==> config.mk <==
export PLATFORM = sky130hd
export DESIGN_NAME = bcce_core
export DESIGN_NICKNAME = d
export VERILOG_FILES = /design/src/design/bcce_watchdog.v /design/src/design/bcce_core.v
export VERILOG_INCLUDE_DIRS = /design/src /design/src/design
export SDC_FILE = /design/constraint.sdc
export NUM_CORES = 1
export LEC_CHECK = 0
export BUFFER_PORTS_ARGS = -buffer_cell sky130_fd_sc_hd__buf_2
export CORE_MARGIN = 2
export CORE_UTILIZATION = 25
export CTS_CLUSTER_SIZE = 16
export DETAILED_ROUTE_END_ITERATION = 12
export GPL_ROUTABILITY_DRIVEN = 0
export SETUP_SLACK_MARGIN = 0.02
export SLEW_MARGIN = 40
export SYNTH_ARGS = -nofsm -noshare
export SYNTH_HDL_FRONTEND = slang
export SYNTH_SLANG_ARGS = --single-unit
==> constraint.sdc <==
create_clock -name clk_sys -period 4.02 [get_ports clk_sys]
set_clock_uncertainty 0.2 [all_clocks]
set_input_delay 0.201 -clock clk_sys [delete_from_list [all_inputs] [get_ports clk_sys]]
set_output_delay 0.201 -clock clk_sys [all_outputs]
set_load 0.02 [all_outputs]
==> src/design/bcce_defs.vh <==
`ifndef BCCE_DEFS_VH
`define BCCE_DEFS_VH

`define BCCE_OP_BR_OVF     8'hE4
`define BCCE_OP_BR_ZERO    8'hE0
`define BCCE_OP_CALL       7'h76
`define BCCE_OP_CLR_FILE   7'h35
`define BCCE_OP_CLR_WDOG   16'h0004

`define BCCE_PC_W          21
`define BCCE_PC_STEP       21'h000002
`define BCCE_PC_RESET      21'h000000
`define BCCE_RET_STEP      21'h000002

`define BCCE_ST_N          4
`define BCCE_ST_OV         3
`define BCCE_ST_Z          2
`define BCCE_STATUS_W      5
`define BCCE_STATUS_RESET  5'h00

`define BCCE_INDEX_MAX     8'h5F
`define BCCE_ACC_LOW_BANK  4'h0
`define BCCE_ACC_HIGH_BANK 4'hF
`define BCCE_CLEAR_VALUE   8'h00

`define BCCE_RA_CTRL       4'h0
`define BCCE_RA_W          4'h1
`define BCCE_RA_STATUS     4'h2
`define BCCE_RA_BANK       4'h3
`define BCCE_RA_WSHAD      4'h4
`define BCCE_RA_STSHAD     4'h5
`define BCCE_RA_BKSHAD     4'h6
`define BCCE_RA_PC         4'h7
`define BCCE_RA_RSTOP      4'h8
`define BCCE_RA_STKPTR     4'h9
`define BCCE_RA_WDSTAT     4'hA
`define BCCE_RA_WDCNT      4'hB

`define BCCE_CTRL_EXT      0
`define BCCE_WDS_TMO       0
`define BCCE_WDS_PWD       1

`endif

==> src/design/bcce_watchdog.v <==
`timescale 1ns/10ps
module bcce_watchdog #(
    parameter CNT_W  = 8,
    parameter POST_W = 4
) (
    clk_sys,       // Core clock.
    sys_rst,       // Synchronous reset, active high.
    clearReq,      // Clears counter and postscaler.
    countVal,      // Current counter value.
    postVal,       // Current postscaler value.
    timeoutPulse   // One cycle when postscaler wraps.
);
    input  wire              clk_sys;
    input  wire              sys_rst;
    input  wire              clearReq;
    output wire [CNT_W-1:0]  countVal;
    output wire [POST_W-1:0] postVal;
    output reg               timeoutPulse;

    reg  [CNT_W-1:0]  countQ;
    reg  [POST_W-1:0] postQ;
    wire              countWrap;
    wire              postWrap;

    assign countWrap = &countQ;
    assign postWrap  = &postQ;
    assign countVal  = countQ;
    assign postVal   = postQ;

    always @(posedge clk_sys) begin
        if (sys_rst || clearReq) begin
            countQ       <= {CNT_W{1'b0}};
            postQ        <= {POST_W{1'b0}};
            timeoutPulse <= 1'b0;
        end else begin
            countQ       <= countQ + {{(CNT_W-1){1'b0}}, 1'b1};
            timeoutPulse <= countWrap & postWrap;
            if (countWrap) begin
                postQ <= postQ + {{(POST_W-1){1'b0}}, 1'b1};
            end
        end
    end
endmodule

==> src/design/bcce_core.v <==
`timescale 1ns/10ps
`include "bcce_defs.vh"
module bcce_core #(
    parameter STACK_DEPTH = 31,
    parameter STACK_PTR_W = 5,
    parameter WD_CNT_W    = 8,
    parameter WD_POST_W   = 4
) (
    clk_sys,       // Core clock, four per instruction cycle.
    sys_rst,       // Synchronous reset, active high.
    regAddr,       // Register port address.
    regWdata,      // Register port write data.
    regWr,         // Register write strobe.
    regRd,         // Register read strobe.
    regRdata,      // Register read data, one cycle after strobe.
    progAddr,      // Program fetch address.
    fetchStrobe,   // High in Q1 while a word is fetched.
    instrWord,     // Instruction word at progAddr.
    instrWord2,    // Instruction word at progAddr plus two.
    dataAddr,      // Data memory address.
    dataRd,        // Data memory read strobe.
    dataWr,        // Data memory write strobe.
    dataWdata,     // Data memory write data.
    indexedMode,   // Current operand uses indexed literal offset.
    fsr2Base,      // Base pointer for indexed literal offset.
    sleepEntry,    // Pulse from power control entering sleep.
    timeoutFlag,   // Active-low watchdog timeout status.
    powerdownFlag, // Active-low power-down status.
    wdogTimeout    // One-cycle watchdog timeout pulse.
);
    input  wire                    clk_sys;
    input  wire                    sys_rst;
    input  wire [3:0]              regAddr;
    input  wire [31:0]             regWdata;
    input  wire                    regWr;
    input  wire                    regRd;
    output reg  [31:0]             regRdata;
    output wire [`BCCE_PC_W-1:0]   progAddr;
    output wire                    fetchStrobe;
    input  wire [15:0]             instrWord;
    input  wire [15:0]             instrWord2;
    output reg  [11:0]             dataAddr;
    output wire                    dataRd;
    output wire                    dataWr;
    output reg  [7:0]              dataWdata;
    output reg                     indexedMode;
    input  wire [11:0]             fsr2Base;
    input  wire                    sleepEntry;
    output wire                    timeoutFlag;
    output wire                    powerdownFlag;
    output wire                    wdogTimeout;

    localparam [3:0] PH_Q1 = 4'h1;
    localparam [3:0] PH_Q2 = 4'h2;
    localparam [3:0] PH_Q3 = 4'h4;
    localparam [3:0] PH_Q4 = 4'h8;

    localparam [1:0] ST_EXEC = 2'h1;
    localparam [1:0] ST_NOP  = 2'h2;

    reg  [3:0]                   phaseQ;
    reg  [3:0]                   phaseD;
    reg  [1:0]                   stateQ;
    reg  [1:0]                   stateD;
    reg  [`BCCE_PC_W-1:0]        pcQ;
    reg  [15:0]                  instrQ;
    reg  [15:0]                  instr2Q;
    reg  [7:0]                   wregQ;
    reg  [`BCCE_STATUS_W-1:0]    statusQ;
    reg  [3:0]                   bankSelQ;
    reg  [7:0]                   wShadowQ;
    reg  [`BCCE_STATUS_W-1:0]    statusShadowQ;
    reg  [3:0]                   bankSelShadowQ;
    reg                          extEnableQ;
    reg                          timeoutFlagQ;
    reg                          powerdownFlagQ;
    reg  [`BCCE_PC_W-1:0]        stackMem [0:STACK_DEPTH-1];
    reg  [STACK_PTR_W-1:0]       stackPtrQ;
    reg  [`BCCE_PC_W-1:0]        topOfReturnStack;

    wire                         execValid;
    wire                         isBranchOnOverflow;
    wire                         isBranchOnZero;
    wire                         isCall;
    wire                         isClearFileRegister;
    wire                         isClearWatchdog;
    wire                         branchTaken;
    wire [`BCCE_PC_W-1:0]        branchTarget;
    wire [`BCCE_PC_W-1:0]        callTarget;
    wire [`BCCE_PC_W-1:0]        returnAddr;
    wire [19:0]                  callLiteral;
    wire                         fastSave;
    wire                         stackFull;
    wire                         wdClear;
    wire [WD_CNT_W-1:0]          wdCount;
    wire [WD_POST_W-1:0]         wdPost;

    // Operand addressing inputs taken from the word being fetched.
    wire [7:0]                   fetchFile;
    wire                         fetchAccess;
    wire                         fetchIsClear;
    reg  [11:0]                  fetchAddr;
    reg                          fetchIndexed;

    assign execValid           = (stateQ == ST_EXEC);
    assign isBranchOnOverflow  = execValid && (instrQ[15:8] == `BCCE_OP_BR_OVF);
    assign isBranchOnZero      = execValid && (instrQ[15:8] == `BCCE_OP_BR_ZERO);
    assign isCall              = execValid && (instrQ[15:9] == `BCCE_OP_CALL);
    assign isClearFileRegister = execValid && (instrQ[15:9] == `BCCE_OP_CLR_FILE);
    assign isClearWatchdog     = execValid && (instrQ == `BCCE_OP_CLR_WDOG);

    assign branchTaken = (isBranchOnOverflow && statusQ[`BCCE_ST_OV])
                       || (isBranchOnZero && statusQ[`BCCE_ST_Z]);

    // Offset is sign-extended and doubled; pcQ already points past the branch.
    assign branchTarget = pcQ + {{12{instrQ[7]}}, instrQ[7:0], 1'b0};

    assign callLiteral = {instr2Q[11:0], instrQ[7:0]};
    assign callTarget  = {callLiteral, 1'b0};
    assign returnAddr  = pcQ + `BCCE_RET_STEP;
    assign fastSave    = instrQ[8];

    assign stackFull   = (stackPtrQ == STACK_DEPTH[STACK_PTR_W-1:0]);

    assign progAddr    = pcQ;
    assign fetchStrobe = (phaseQ == PH_Q1) && execValid;
    assign dataRd      = isClearFileRegister && (phaseQ == PH_Q2);
    assign dataWr      = isClearFileRegister && (phaseQ == PH_Q4);

    assign fetchFile   = instrWord[7:0];
    assign fetchAccess = instrWord[8];
    assign fetchIsClear = (instrWord[15:9] == `BCCE_OP_CLR_FILE);

    assign wdClear       = isClearWatchdog && (phaseQ == PH_Q3);
    assign timeoutFlag   = timeoutFlagQ;
    assign powerdownFlag = powerdownFlagQ;

    always @* begin
        fetchIndexed = 1'b0;
        if (!fetchAccess) begin
            if (extEnableQ && (fetchFile <= `BCCE_INDEX_MAX)) begin
                fetchIndexed = 1'b1;
                fetchAddr    = fsr2Base + {4'h0, fetchFile};
            end else if (fetchFile <= `BCCE_INDEX_MAX) begin
                fetchAddr = {`BCCE_ACC_LOW_BANK, fetchFile};
            end else begin
                fetchAddr = {`BCCE_ACC_HIGH_BANK, fetchFile};
            end
        end else begin
            fetchAddr = {bankSelQ, fetchFile};
        end
    end

    always @* begin
        case (phaseQ)
            PH_Q1:   phaseD = PH_Q2;
            PH_Q2:   phaseD = PH_Q3;
            PH_Q3:   phaseD = PH_Q4;
            PH_Q4:   phaseD = PH_Q1;
            default: phaseD = PH_Q1;
        endcase
    end

    always @* begin
        stateD = stateQ;
        case (stateQ)
            ST_EXEC: begin
                if ((phaseQ == PH_Q4) && (branchTaken || isCall)) begin
                    stateD = ST_NOP;
                end
            end
            ST_NOP: begin
                if (phaseQ == PH_Q4) begin
                    stateD = ST_EXEC;
                end
            end
            default: stateD = ST_EXEC;
        endcase
    end

    always @* begin
        if (stackPtrQ == {STACK_PTR_W{1'b0}}) begin
            topOfReturnStack = `BCCE_PC_RESET;
        end else begin
            topOfReturnStack = stackMem[stackPtrQ - {{(STACK_PTR_W-1){1'b0}}, 1'b1}];
        end
    end

    always @(posedge clk_sys) begin
        if (sys_rst) begin
            phaseQ <= PH_Q1;
            stateQ <= ST_EXEC;
        end else begin
            phaseQ <= phaseD;
            stateQ <= stateD;
        end
    end

    always @(posedge clk_sys) begin
        if (sys_rst) begin
            pcQ         <= `BCCE_PC_RESET;
            instrQ      <= 16'h0000;
            instr2Q     <= 16'h0000;
            dataAddr    <= 12'h000;
            dataWdata   <= `BCCE_CLEAR_VALUE;
            indexedMode <= 1'b0;
        end else begin
            if (fetchStrobe) begin
                instrQ      <= instrWord;
                instr2Q     <= instrWord2;
                pcQ         <= pcQ + `BCCE_PC_STEP;
                dataAddr    <= fetchAddr;
                indexedMode <= fetchIndexed && fetchIsClear;
                dataWdata   <= `BCCE_CLEAR_VALUE;
            end else if (phaseQ == PH_Q4) begin
                if (branchTaken) begin
                    pcQ <= branchTarget;
                end else if (isCall) begin
                    pcQ <= callTarget;
                end
            end
            if (stateQ == ST_NOP) begin
                indexedMode <= 1'b0;
            end
        end
    end

    always @(posedge clk_sys) begin
        if (sys_rst) begin
            stackPtrQ <= {STACK_PTR_W{1'b0}};
        end else if (isCall && (phaseQ == PH_Q3) && !stackFull) begin
            stackPtrQ <= stackPtrQ + {{(STACK_PTR_W-1){1'b0}}, 1'b1};
        end
    end

    always @(posedge clk_sys) begin
        if (isCall && (phaseQ == PH_Q3) && !stackFull) begin
            stackMem[stackPtrQ] <= returnAddr;
        end
    end

    always @(posedge clk_sys) begin
        if (sys_rst) begin
            wShadowQ       <= 8'h00;
            statusShadowQ  <= `BCCE_STATUS_RESET;
            bankSelShadowQ <= 4'h0;
        end else if (isCall && fastSave && (phaseQ == PH_Q3)) begin
            wShadowQ       <= wregQ;
            statusShadowQ  <= statusQ;
            bankSelShadowQ <= bankSelQ;
        end
    end

    // Bus writes land first; the core's zero-flag update overrides them.
    always @(posedge clk_sys) begin
        if (sys_rst) begin
            wregQ      <= 8'h00;
            statusQ    <= `BCCE_STATUS_RESET;
            bankSelQ   <= 4'h0;
            extEnableQ <= 1'b0;
        end else begin
            if (regWr) begin
                case (regAddr)
                    `BCCE_RA_CTRL:   extEnableQ <= regWdata[`BCCE_CTRL_EXT];
                    `BCCE_RA_W:      wregQ      <= regWdata[7:0];
                    `BCCE_RA_STATUS: statusQ    <= regWdata[`BCCE_STATUS_W-1:0];
                    `BCCE_RA_BANK:   bankSelQ   <= regWdata[3:0];
                    default:         extEnableQ <= extEnableQ;
                endcase
            end
            if (dataWr) begin
                statusQ[`BCCE_ST_Z] <= 1'b1;
            end
        end
    end

    // A watchdog clear outranks a timeout or a sleep entry in the same cycle.
    always @(posedge clk_sys) begin
        if (sys_rst) begin
            timeoutFlagQ   <= 1'b1;
            powerdownFlagQ <= 1'b1;
        end else if (wdClear) begin
            timeoutFlagQ   <= 1'b1;
            powerdownFlagQ <= 1'b1;
        end else begin
            if (wdogTimeout) begin
                timeoutFlagQ <= 1'b0;
            end
            if (sleepEntry) begin
                powerdownFlagQ <= 1'b0;
            end
        end
    end

    always @(posedge clk_sys) begin
        if (sys_rst) begin
            regRdata <= 32'h00000000;
        end else if (regRd) begin
            case (regAddr)
                `BCCE_RA_CTRL:    regRdata <= {31'h00000000, extEnableQ};
                `BCCE_RA_W:       regRdata <= {24'h000000, wregQ};
                `BCCE_RA_STATUS:  regRdata <= {27'h0000000, statusQ};
                `BCCE_RA_BANK:    regRdata <= {28'h0000000, bankSelQ};
                `BCCE_RA_WSHAD:   regRdata <= {24'h000000, wShadowQ};
                `BCCE_RA_STSHAD:  regRdata <= {27'h0000000, statusShadowQ};
                `BCCE_RA_BKSHAD:  regRdata <= {28'h0000000, bankSelShadowQ};
                `BCCE_RA_PC:      regRdata <= {11'h000, pcQ};
                `BCCE_RA_RSTOP:   regRdata <= {11'h000, topOfReturnStack};
                `BCCE_RA_STKPTR:  regRdata <= {{(32-STACK_PTR_W){1'b0}}, stackPtrQ};
                `BCCE_RA_WDSTAT:  regRdata <= {30'h00000000, powerdownFlagQ, timeoutFlagQ};
                `BCCE_RA_WDCNT:   regRdata <= {{(32-WD_CNT_W-WD_POST_W){1'b0}}, wdPost, wdCount};
                default:          regRdata <= 32'h00000000;
            endcase
        end else begin
            regRdata <= 32'h00000000;
        end
    end

    bcce_watchdog #(
        .CNT_W  (WD_CNT_W),
        .POST_W (WD_POST_W)
    ) u_watchdog (
        .clk_sys      (clk_sys),
        .sys_rst      (sys_rst),
        .clearReq     (wdClear),
        .countVal     (wdCount),
        .postVal      (wdPost),
        .timeoutPulse (wdogTimeout)
    );
endmodule

==> flow_metrics.py, run 1 <==
metrics = {
    "run_status": {
        "status": "finished, final reports clean",
    },
    "pwr": {
        "power_frac_comb": 0.070,
        "p_int_w": 0.01336,
        "p_seq_frac": 0.513,
        "p_total_w": 0.01737,
        "power_leakage_nw": 12.89,
        "power_density_nw_per_um2": 451.5,
        "p_sw_frac": 0.2311,
        "p_clk_frac": 0.417,
        "netSwitchingPower_w": 0.004015,
        "vdd_ir_drop_max_mv": 0.3156,
    },
    "route": {
        "first_pass_iters": 5,
        "dr_total_vias": 19650,
        "totalWireLength_um": 85660,
        "ant_nets": 0,
        "drc": 0,
        "via_per_inst": 4.786,
        "drt-wirelength-per-cell_um": 20.86,
        "drt_first_iter_violations": 2027,
    },
    "critical_path": {
        "cp-start-kind": "register",
        "r2r-start": "stackPtrQ[1]$_SDFFE_PP0P_",
        "path_cells": "inv_1 > ha_4 > buf_4 > buf_4 > mux4_2 > nand2_1 > a31oi_1 > o211ai_1 > o21ai_0 > buf_4",
        "worstSetupPathType": "register to register",
        "rr_endpoint": "regRdata[12]$_SDFF_PP0_",
        "cp_num_buf_inv": 4,
        "cpMostUsedCell": "buf_4",
        "slowest_delay_ps": 560,
        "rr_worst_depth": 10,
        "critPathCaptureType": "register",
        "required_ps": 4360,
        "crit_arrival_ps": 3820,
        "r2r_slack_ps": 540,
        "cpLargestDelayFamily": "compound AO/OA/AOI/OAI gates",
        "critPathMaxFanout": 20,
        "cp_slowest_cell": "dfxtp_1",
    },
    "global_route": {
        "grt-ovfl-total": 0,
        "grt_max_degree": 62,
        "grt_pass1_vias": 19430,
        "groute.layer.met1.usage": 0.1763,
        "use_met3": 0.02331,
        "antenna_found_initial": 3,
        "grt_usage": 0.1282,
        "met2_usage": 0.2063,
        "grt_pass1_wl_um": 127000,
        "gr-max-usage-layer": "met2",
    },
    "die": {
        "die_h_um": 361.9,
        "dieArea_um2": 131000,
        "die_w_um": 361.9,
        "io_pins": 165,
        "num_rows": 131,
        "core-area_um2": 127400,
        "initial_core_util": 0.2514,
    },
    "sta": {
        "setup_tns_ps": 0,
        "setup_violations": 0,
        "drv_slew": 0,
        "relSlewSlack": 0.4416,
        "period_needed_ps": 3478,
        "worstMarginPinSlew_ps": 835.6,
        "rsz0062_at_grt": "no",
        "fmax_mhz": 287.5,
        "finalCritPeriodShare": 0.8652,
        "hold_viol": 0,
    },
    "cells_and_area": {
        "final_cells": 4106,
        "area_growth_pct": 20.16,
        "drive_gt1_frac": 0.2333,
        "final_nets": 2494,
        "fill_cells": 12530,
    },
    "min_path": {
        "hold_class": "input port to register",
        "min_path_cells": 6,
        "min-delay-start": "fsr2Base[2]",
        "worstHoldEndpoint": "dataAddr[2]$_SDFFE_PP0P_",
    },
    "placed_design": {
        "dp.cells": 3897,
        "hpwl_um": 54220,
        "port_buffers": 116,
    },
    "clock_tree": {
        "htreeDepth": 3,
        "post_cts_buffers": 0,
        "ctsHoldBuffers": 55,
        "cts.sinks": 763,
        "cts_tree": "done",
        "cts_buffers": 80,
        "cts_resized": 0,
        "path_clk_slew_ps": 60,
        "cts_buffer_depth": 3,
        "clock_latency_ps": 620,
        "ctsRootBufferMaster": "clkbuf_16",
    },
    "synthesis": {
        "syn_avg_cell_area_um2": 14.99,
        "netlist_instances": 2137,
        "async_flop_share": 0,
        "ys_warn_count": 0,
        "synth_cell_types": 74,
        "synth_edf_count": 620,
        "yosysSeqAreaShare": 0.6708,
        "synth_flop_cell": "edfxtp_1",
        "ys_seq_elements": 763,
        "netlist_area_um2": 32020,
    },
    "flow_run": {
        "maxCapViolCount": 0,
    },
}
[logic make-up (layout without fill, tap and decap cells)]
group,Yosys count,count (layout),share of synthesized area
DFF,763,763,0.6708
and+or+nand+nor,552,552,0.07740
AOI/OAI and AO/OA,330,330,0.06771
muxes,222,222,0.1293
buffers and inverters,175,458,0.02419
xor gates and xnor gates,57,57,0.01559
adders and majority gates,37,37,0.01493
other,1,25,0.0001171
[routing by layer]
metal / vias to the layer above / wire length (um)
li1: 8731 / -
met1: 10100 / 36960
met2: 689 / 40650
met3: 131 / 5920
met4: 0 / 2125
met5: - / 0
[sequential cells by signal, summed over array words and instances, names as in the netlist, 8 cells and up]
name,count
instr2Q,12
instrQ,16
wregQ,8
u_watchdog.countVal,8
wShadowQ,8
regRdata,21
progAddr,20
stackMem,620
dataAddr,12
[area by class of cell]
| cell class | instances | area (um2) | area share |
|---|---|---|---|
| flip-flops and latches | 763 | 21490 | 0.5584 |
| multi-input cells | 1218 | 10130 | 0.2634 |
| clock buffers | 110 | 2262 | 0.05879 |
| repair buffers | 279 | 2090 | 0.05430 |
| well taps | 1662 | 2079 | 0.05404 |
| clock inverters | 39 | 301.5 | 0.007837 |
| inverters | 30 | 112.6 | 0.002927 |
| diodes | 5 | 12.51 | 0.0003252 |
[tightest hold or removal path, delay by kind of cell]
kind	cells	cell delay, ps
compound gates	2	160
fa+ha+maj	1	170
simple gates	1	50
buf+inv	1	90
xor+xnor	1	130
[power by group through the flow]
stage	Clock, W	Sequential (W)	Combinational, W
final	0.00725	0.00890	0.00122
after global routing	0.00769	0.00891	0.00134
after CTS	0.00741	0.00890	0.00122
after detailed placement	0	0.00907	0.00117
after global placement	0	0.00907	0.00115
after floorplan	0	0.00909	0.000684
[how the worst max path moves through the flow]
stage                              startpoint                   endpoint  slack, ps  cells past startpoint
floorplan           stackPtrQ[0]$_SDFFE_PP0P_    regRdata[13]$_SDFF_PP0_         30                     12
global placement    stackPtrQ[1]$_SDFFE_PP0P_    regRdata[12]$_SDFF_PP0_        620                     10
detailed placement  stackPtrQ[1]$_SDFFE_PP0P_    regRdata[12]$_SDFF_PP0_        630                     10
CTS                 stackPtrQ[1]$_SDFFE_PP0P_    regRdata[12]$_SDFF_PP0_        580                     10
global route                     instrWord[0]  dataAddr[10]$_SDFFE_PP0P_        450                     12
finish              stackPtrQ[1]$_SDFFE_PP0P_    regRdata[12]$_SDFF_PP0_        540                     10
[cells in the mapped netlist (7+ instances only)]
master    number  area [um2]
o21ai_0       44       220.2
nor4_1        10       62.56
nor3_1        38       190.2
xor2_1        32       280.3
a311oi_1       8       70.07
nand2b_1       7       43.79
o211ai_1      16       120.1
mux2i_1       66       660.6
clkbuf_1      77       289.0
a211oi_1      47       352.8
edfxtp_1     620       18620
dfxtp_1      143        2863
a221oi_1       7       61.31
and3_1        10       62.56
nand2_1      207       777.0
buf_2         22       110.1
nor2_1       175       656.9
ha_1          35       437.9
nand4_1       14       87.58
buf_1         23       86.33
a31oi_1       25       156.4
inv_1         29       108.9
mux4_2       153        3446
a22oi_1        7       52.55
nand3_1       39       195.2
o21bai_1       8       60.06
o22ai_1        8       50.05
a21o_1        12       90.09
buf_4         22       165.2
xnor2_1       25       219.0
nor2b_1        9       56.30
a21oi_1      101       505.5
[metrics by stage]
step	instance area [um2]	worst slack (ps)	utilization	hold WS, ps
2_1_floorplan	32110	33.78	-	137.0
3_3_place_gp	35310	617.7	0.2773	238.5
3_5_place_dp	35350	633.1	0.2776	251.2
4_1_cts	38460	581.3	0.3020	4.776
5_1_grt	38470	448.1	0.3020	92.02
6_report	38480	541.7	0.3021	42.79
[cells in the final DEF (no fill, tap or decap), drive strengths merged, types with 44 or more instances in the layout]
| cell type | Yosys | layout |
|---|---|---|
| a211oi | 47 | 47 |
| a21oi | 103 | 103 |
| buf | 68 | 224 |
| clkbuf | 77 | 110 |
| dfxtp | 143 | 143 |
| dlygate4sd3 | 0 | 55 |
| edfxtp | 620 | 620 |
| mux2i | 66 | 66 |
| mux4 | 153 | 153 |
| nand2 | 208 | 208 |
| nor2 | 175 | 175 |
| o21ai | 44 | 44 |
No activity file was read; power rests on OpenSTA's default activity.
==> run 2, diff against run 1 <==
--- a/config.mk
+++ b/config.mk
@@ -12,8 +12,8 @@
 export CTS_CLUSTER_SIZE = 16
 export DETAILED_ROUTE_END_ITERATION = 12
 export GPL_ROUTABILITY_DRIVEN = 0
+export REMOVE_ABC_BUFFERS = 1
 export SETUP_SLACK_MARGIN = 0.02
-export SLEW_MARGIN = 40
 export SYNTH_ARGS = -nofsm -noshare
 export SYNTH_HDL_FRONTEND = slang
 export SYNTH_SLANG_ARGS = --single-unit
==> flow_metrics.py, run 2 (synthesis results as in run 1) <==
metrics = {
    "run_status": {
        "status": "finished, final reports clean",
    },
    "global_route": {
        "grt-ovfl-total": 0,
        "grt_max_degree": 78,
        "antenna_found_initial": 3,
        "grt_pass1_vias": 19080,
        "grt_pass1_wl_um": 126400,
        "grt_usage": 0.1283,
    },
    "critical_path": {
        "required_ps": 4390,
        "rr_worst_depth": 9,
        "r2r-start": "phaseQ[2]$_SDFF_PP0_",
        "slowest_delay_ps": 860,
        "critPathMaxFanout": 53,
        "crit_arrival_ps": 3900,
        "r2r_slack_ps": 490,
        "cp-start-kind": "register",
        "critPathCaptureType": "register",
        "worstSetupPathType": "register to register",
        "crit_start": "phaseQ[2]$_SDFF_PP0_",
        "cp_slowest_cell": "or3_2",
        "rr_endpoint": "dataAddr[11]$_SDFFE_PP0P_",
        "path_cells": "or2_2 > or3_2 > inv_2 > buf_12 > o21bai_1 > nor3_1 > a21oi_1 > o31ai_1 > dlygate4sd3_1",
    },
    "route": {
        "drc": 0,
        "dr_total_vias": 19280,
        "via_per_inst": 4.694,
        "drt-wirelength-per-cell_um": 20.96,
        "first_pass_iters": 5,
        "ant_nets": 0,
        "drt_first_iter_violations": 1875,
        "totalWireLength_um": 86080,
    },
    "pwr": {
        "p_total_w": 0.01736,
        "vdd_ir_drop_max_mv": 0.3300,
        "power_leakage_nw": 12.86,
        "power_density_nw_per_um2": 451.5,
    },
    "cells_and_area": {
        "area_growth_pct": 20.08,
        "top_register": "stackMem",
        "final_cell_mix": "edfxtp_1, nand2_1, mux4_2",
        "fill_cells": 12490,
        "largest_reg_flops": 620,
        "layout_commonest_cell": "edfxtp_1",
        "drive_gt1_frac": 0.2299,
        "final_nets": 2494,
        "final_cells": 4107,
    },
    "min_path": {
        "min-delay-start": "fsr2Base[3]",
        "min_path_cells": 6,
        "worstHoldEndpoint": "dataAddr[4]$_SDFFE_PP0P_",
        "hold_class": "input port to register",
    },
    "placed_design": {
        "dp.cells": 3892,
        "place_ws_ps": 777.9,
        "hpwl_um": 55330,
        "port_buffers": 116,
    },
    "sta": {
        "fmax_mhz": 283.0,
        "hold_viol": 0,
        "setup_violations": 0,
        "drv_slew": 0,
        "relSlewSlack": 0.2751,
        "finalCritPeriodShare": 0.8791,
        "worstMarginPinSlew_ps": 1087,
        "worst_slack_ps": 486.0,
        "holdWs_ps": 52.94,
        "rsz0062_at_grt": "no",
        "period_needed_ps": 3534,
    },
    "clock_tree": {
        "cts_buffers": 81,
        "ctsHoldBuffers": 59,
        "cts.sinks": 763,
        "path_clk_slew_ps": 60,
        "htreeDepth": 3,
        "cts_buffer_depth": 3,
        "cts_tree": "done",
        "cts_resized": 0,
        "post_cts_buffers": 0,
        "ctsRootBufferMaster": "clkbuf_16",
        "clock_latency_ps": 650,
    },
    "die": {
        "io_pins": 165,
        "core-area_um2": 127400,
        "num_rows": 131,
        "die_w_um": 361.9,
        "initial_core_util": 0.2514,
        "dieArea_um2": 131000,
        "die_h_um": 361.9,
    },
    "flow_run": {
        "maxCapViolCount": 0,
    },
}
==> run 2: critical path: cells and delay by family (launching register included) <==
family          cells  cell delay (ps)
compound gates      3              310
buf+inv             3             1260
flops               1              340
simple gates        3             1310
==> run 2: layout make-up <==
cell class / count / area, um2 / area share
flip-flops and latches: 763 / 21480 / 0.5587
repair buffers: 278 / 2059 / 0.05356
multi-input cells: 1218 / 10120 / 0.2633
clock buffers: 108 / 2188 / 0.05691
clock inverters: 43 / 390.4 / 0.01015
inverters: 30 / 112.6 / 0.002929
diodes: 5 / 12.51 / 0.0003254
well taps: 1662 / 2079 / 0.05408
==> run 2: routing by layer <==
layer | share of wire | track usage | wire, um
met2 | 0.48 | 0.2097 | 40890
met1 | 0.43 | 0.1715 | 37140
met4 | 0.023 | 0.03464 | 1946
met5 | 0 | 0 | 0
met3 | 0.071 | 0.02843 | 6099
==> run 2: worst max path at each step <==
stage	end	slack, ps
CTS	fetchStrobe	510
detailed placement	regRdata[12]$_SDFF_PP0_	780
finish	dataAddr[11]$_SDFFE_PP0P_	490
global route	dataAddr[11]$_SDFFE_PP0P_	290
global placement	regRdata[17]$_SDFF_PP0_	790
floorplan	regRdata[5]$_SDFF_PP0_	-8890
==> run 2: metrics by stage <==
step,setup TNS [ps],utilization,area [um2]
6_report,0,0.3019,38450
2_1_floorplan,-2684860,-,31430
3_3_place_gp,0,0.2769,35270
4_1_cts,0,0.3018,38440
3_5_place_dp,0,0.2769,35270
5_1_grt,0,0.3018,38440
==> run 2: where the power goes <==
part | internal (W) | switching [W]
Clock | 0.00402 | 0.00320
Sequential | 0.00878 | 0.000133
Combinational | 0.000388 | 0.000843
==> run 3, diff against run 2 <==
--- a/config.mk
+++ b/config.mk
@@ -12,6 +12,7 @@
 export CTS_CLUSTER_SIZE = 16
 export DETAILED_ROUTE_END_ITERATION = 12
 export GPL_ROUTABILITY_DRIVEN = 0
+export GPL_TIMING_DRIVEN = 0
 export REMOVE_ABC_BUFFERS = 1
 export SETUP_SLACK_MARGIN = 0.02
 export SYNTH_ARGS = -nofsm -noshare
==> flow_metrics.py, run 3 (synthesis results as in run 1) <==
metrics = {
    "run_status": {
        "status": "finished with violations",
        "violations": "setup timing",
    },
    "critical_path": {
        "cp-start-kind": "register",
        "r2r_slack_ps": -130,
        "critPathCaptureType": "register",
        "cp_slowest_cell": "nor2_4",
        "worstSetupPathType": "register to register",
        "critPathMaxFanout": 20,
        "rr_endpoint": "stackMem[1][13]$_DFFE_PP_",
        "required_ps": 4060,
        "rr_worst_depth": 5,
        "cp_num_buf_inv": 0,
        "path_cells": "and3_1 > ha_1 > nor4_4 > nand2_1 > nor2_4",
        "crit_arrival_ps": 4190,
        "r2r-start": "stackPtrQ[3]$_SDFFE_PP0P_",
        "slowest_delay_ps": 930,
        "cpLargestDelayFamily": "simple AND/OR/NAND/NOR gates",
    },
    "sta": {
        "finalCritPeriodShare": 1.032,
        "setup_violations": 407,
        "setup_tns_ps": -18040,
        "hold_viol": 0,
        "relSlewSlack": 0.1512,
        "drv_slew": 0,
        "fmax_mhz": 241.1,
        "rsz0062_at_grt": "yes",
        "period_needed_ps": 4147,
        "worst_slack_ps": -127.1,
        "worstMarginPinSlew_ps": 1273,
    },
    "pwr": {
        "power_density_nw_per_um2": 460.0,
        "power_leakage_nw": 12.82,
        "vdd_ir_drop_max_mv": 0.3039,
    },
    "min_path": {
        "min_path_cells": 6,
        "hold_class": "input port to register",
        "min-delay-start": "fsr2Base[6]",
        "worstHoldEndpoint": "dataAddr[8]$_SDFFE_PP0P_",
    },
    "die": {
        "num_rows": 131,
        "die_w_um": 361.9,
        "initial_core_util": 0.2514,
        "io_pins": 165,
        "core-area_um2": 127400,
        "die_h_um": 361.9,
        "dieArea_um2": 131000,
    },
    "clock_tree": {
        "path_clk_slew_ps": 70,
        "cts.sinks": 763,
        "cts_buffer_depth": 3,
        "htreeDepth": 3,
        "clock_latency_ps": 670,
        "cts_buffers": 80,
        "cts_tree": "done",
        "ctsRootBufferMaster": "clkbuf_16",
    },
    "global_route": {
        "antenna_found_initial": 3,
        "grt_usage": 0.1278,
        "grt-ovfl-total": 0,
        "grt_pass1_vias": 19080,
        "grt_pass1_wl_um": 126200,
        "grt_max_degree": 74,
    },
    "route": {
        "drc": 0,
        "drt-wirelength-per-cell_um": 21.15,
        "totalWireLength_um": 85690,
        "via_per_inst": 4.748,
        "drt_first_iter_violations": 1871,
        "ant_nets": 0,
        "first_pass_iters": 6,
        "dr_total_vias": 19240,
    },
    "cells_and_area": {
        "final_cell_mix": "edfxtp_1, nand2_1, mux4_2",
        "fill_cells": 12430,
        "drive_gt1_frac": 0.2167,
        "layout_commonest_cell": "edfxtp_1",
        "largest_reg_flops": 620,
        "area_growth_pct": 21.31,
        "top_register": "stackMem",
        "final_nets": 2443,
        "final_cells": 4051,
    },
    "placed_design": {
        "port_buffers": 116,
        "dp.cells": 3836,
        "hpwl_um": 54280,
    },
    "flow_run": {
        "maxCapViolCount": 0,
    },
}
run 3: cell count changes in the layout (fill, tap and decap cells not counted), sizes merged:
cell and change:
clkinvlp +2, bufinv +10, diode -2, clkbuf -15, dlygate4sd3 +2, inv -1, buf -52
run 3: layout make-up:
cell class / instances / area, um2 / share of cell area
Sequential cell: 763 / 21480 / 0.5530
Antenna cell: 3 / 7.507 / 0.0001932
Clock buffer: 93 / 2082 / 0.05359
Inverter: 30 / 112.6 / 0.002899
Tap cell: 1662 / 2079 / 0.05353
Multi-Input combinational cell: 1218 / 10310 / 0.2653
Timing Repair Buffer: 228 / 2107 / 0.05424
Clock inverter: 54 / 668.1 / 0.01720
run 3: repair_timing:
item                                    CTS  global route
setup buffers                             3             1
hold buffers                             61             0
resized for setup                         8             3
pin swaps                                20             1
hold endpoints to repair                 83             0
endpoints found under the setup margin  640           579
run 3: routing by layer:
layer  up-vias  track usage  wire length (um)
met5         -            0                 0
met4         0      0.03407              2055
met3       123      0.02232              5083
met2       621       0.2135             41480
met1      9864       0.1709             37070
li1       8628            -                 -
run 3: power breakdown:
part           internal (W)  switching (W)  leakage [nW]  total [W]
logic              0.000396       0.000805          4.69    0.00120
registers           0.00877       0.000167          6.81    0.00894
clock network       0.00453        0.00320          1.32    0.00773
total                0.0137        0.00418          12.8     0.0179
run 3: stage by stage:
| step | utilization | worst slack [ps] | hold WS [ps] | power [W] | cell area, um2 |
|---|---|---|---|---|---|
| after global placement | 0.2677 | -18310 | 236.6 | 0.01019 | 34090 |
| after floorplan | - | -8888 | 70.07 | 0.009714 | 31430 |
| final | 0.3050 | -127.1 | 54.66 | 0.01787 | 38850 |
| after detailed placement | 0.2777 | -838.8 | 248.2 | 0.01026 | 35370 |
| after global routing | 0.3050 | -216.8 | 113.7 | 0.01843 | 38840 |
| after CTS | 0.3048 | -162.5 | 64.40 | 0.01802 | 38810 |
run 3: tightest hold or removal path, stage by stage:
cell and delay (ps):
buf_2 80, ha_1 220, a2111oi_2 80, nor2_1 150
mux2i_1 90, o21ai_0 60
run 3: worst max path at each step:
stage / depth (start not counted) / startpoint / to / slack, ps
detailed placement: 9 / stackPtrQ[0]$_SDFFE_PP0P_ / regRdata[12]$_SDFF_PP0_ / -840
finish: 5 / stackPtrQ[3]$_SDFFE_PP0P_ / stackMem[1][13]$_DFFE_PP_ / -130
global placement: 6 / stackPtrQ[0]$_SDFFE_PP0P_ / regRdata[3]$_SDFF_PP0_ / -18310
global route: 5 / stackPtrQ[3]$_SDFFE_PP0P_ / stackMem[12][19]$_DFFE_PP_ / -220
floorplan: 8 / stackPtrQ[0]$_SDFFE_PP0P_ / regRdata[5]$_SDFF_PP0_ / -8890
CTS: 6 / stackPtrQ[0]$_SDFFE_PP0P_ / stackMem[2][13]$_DFFE_PP_ / -160
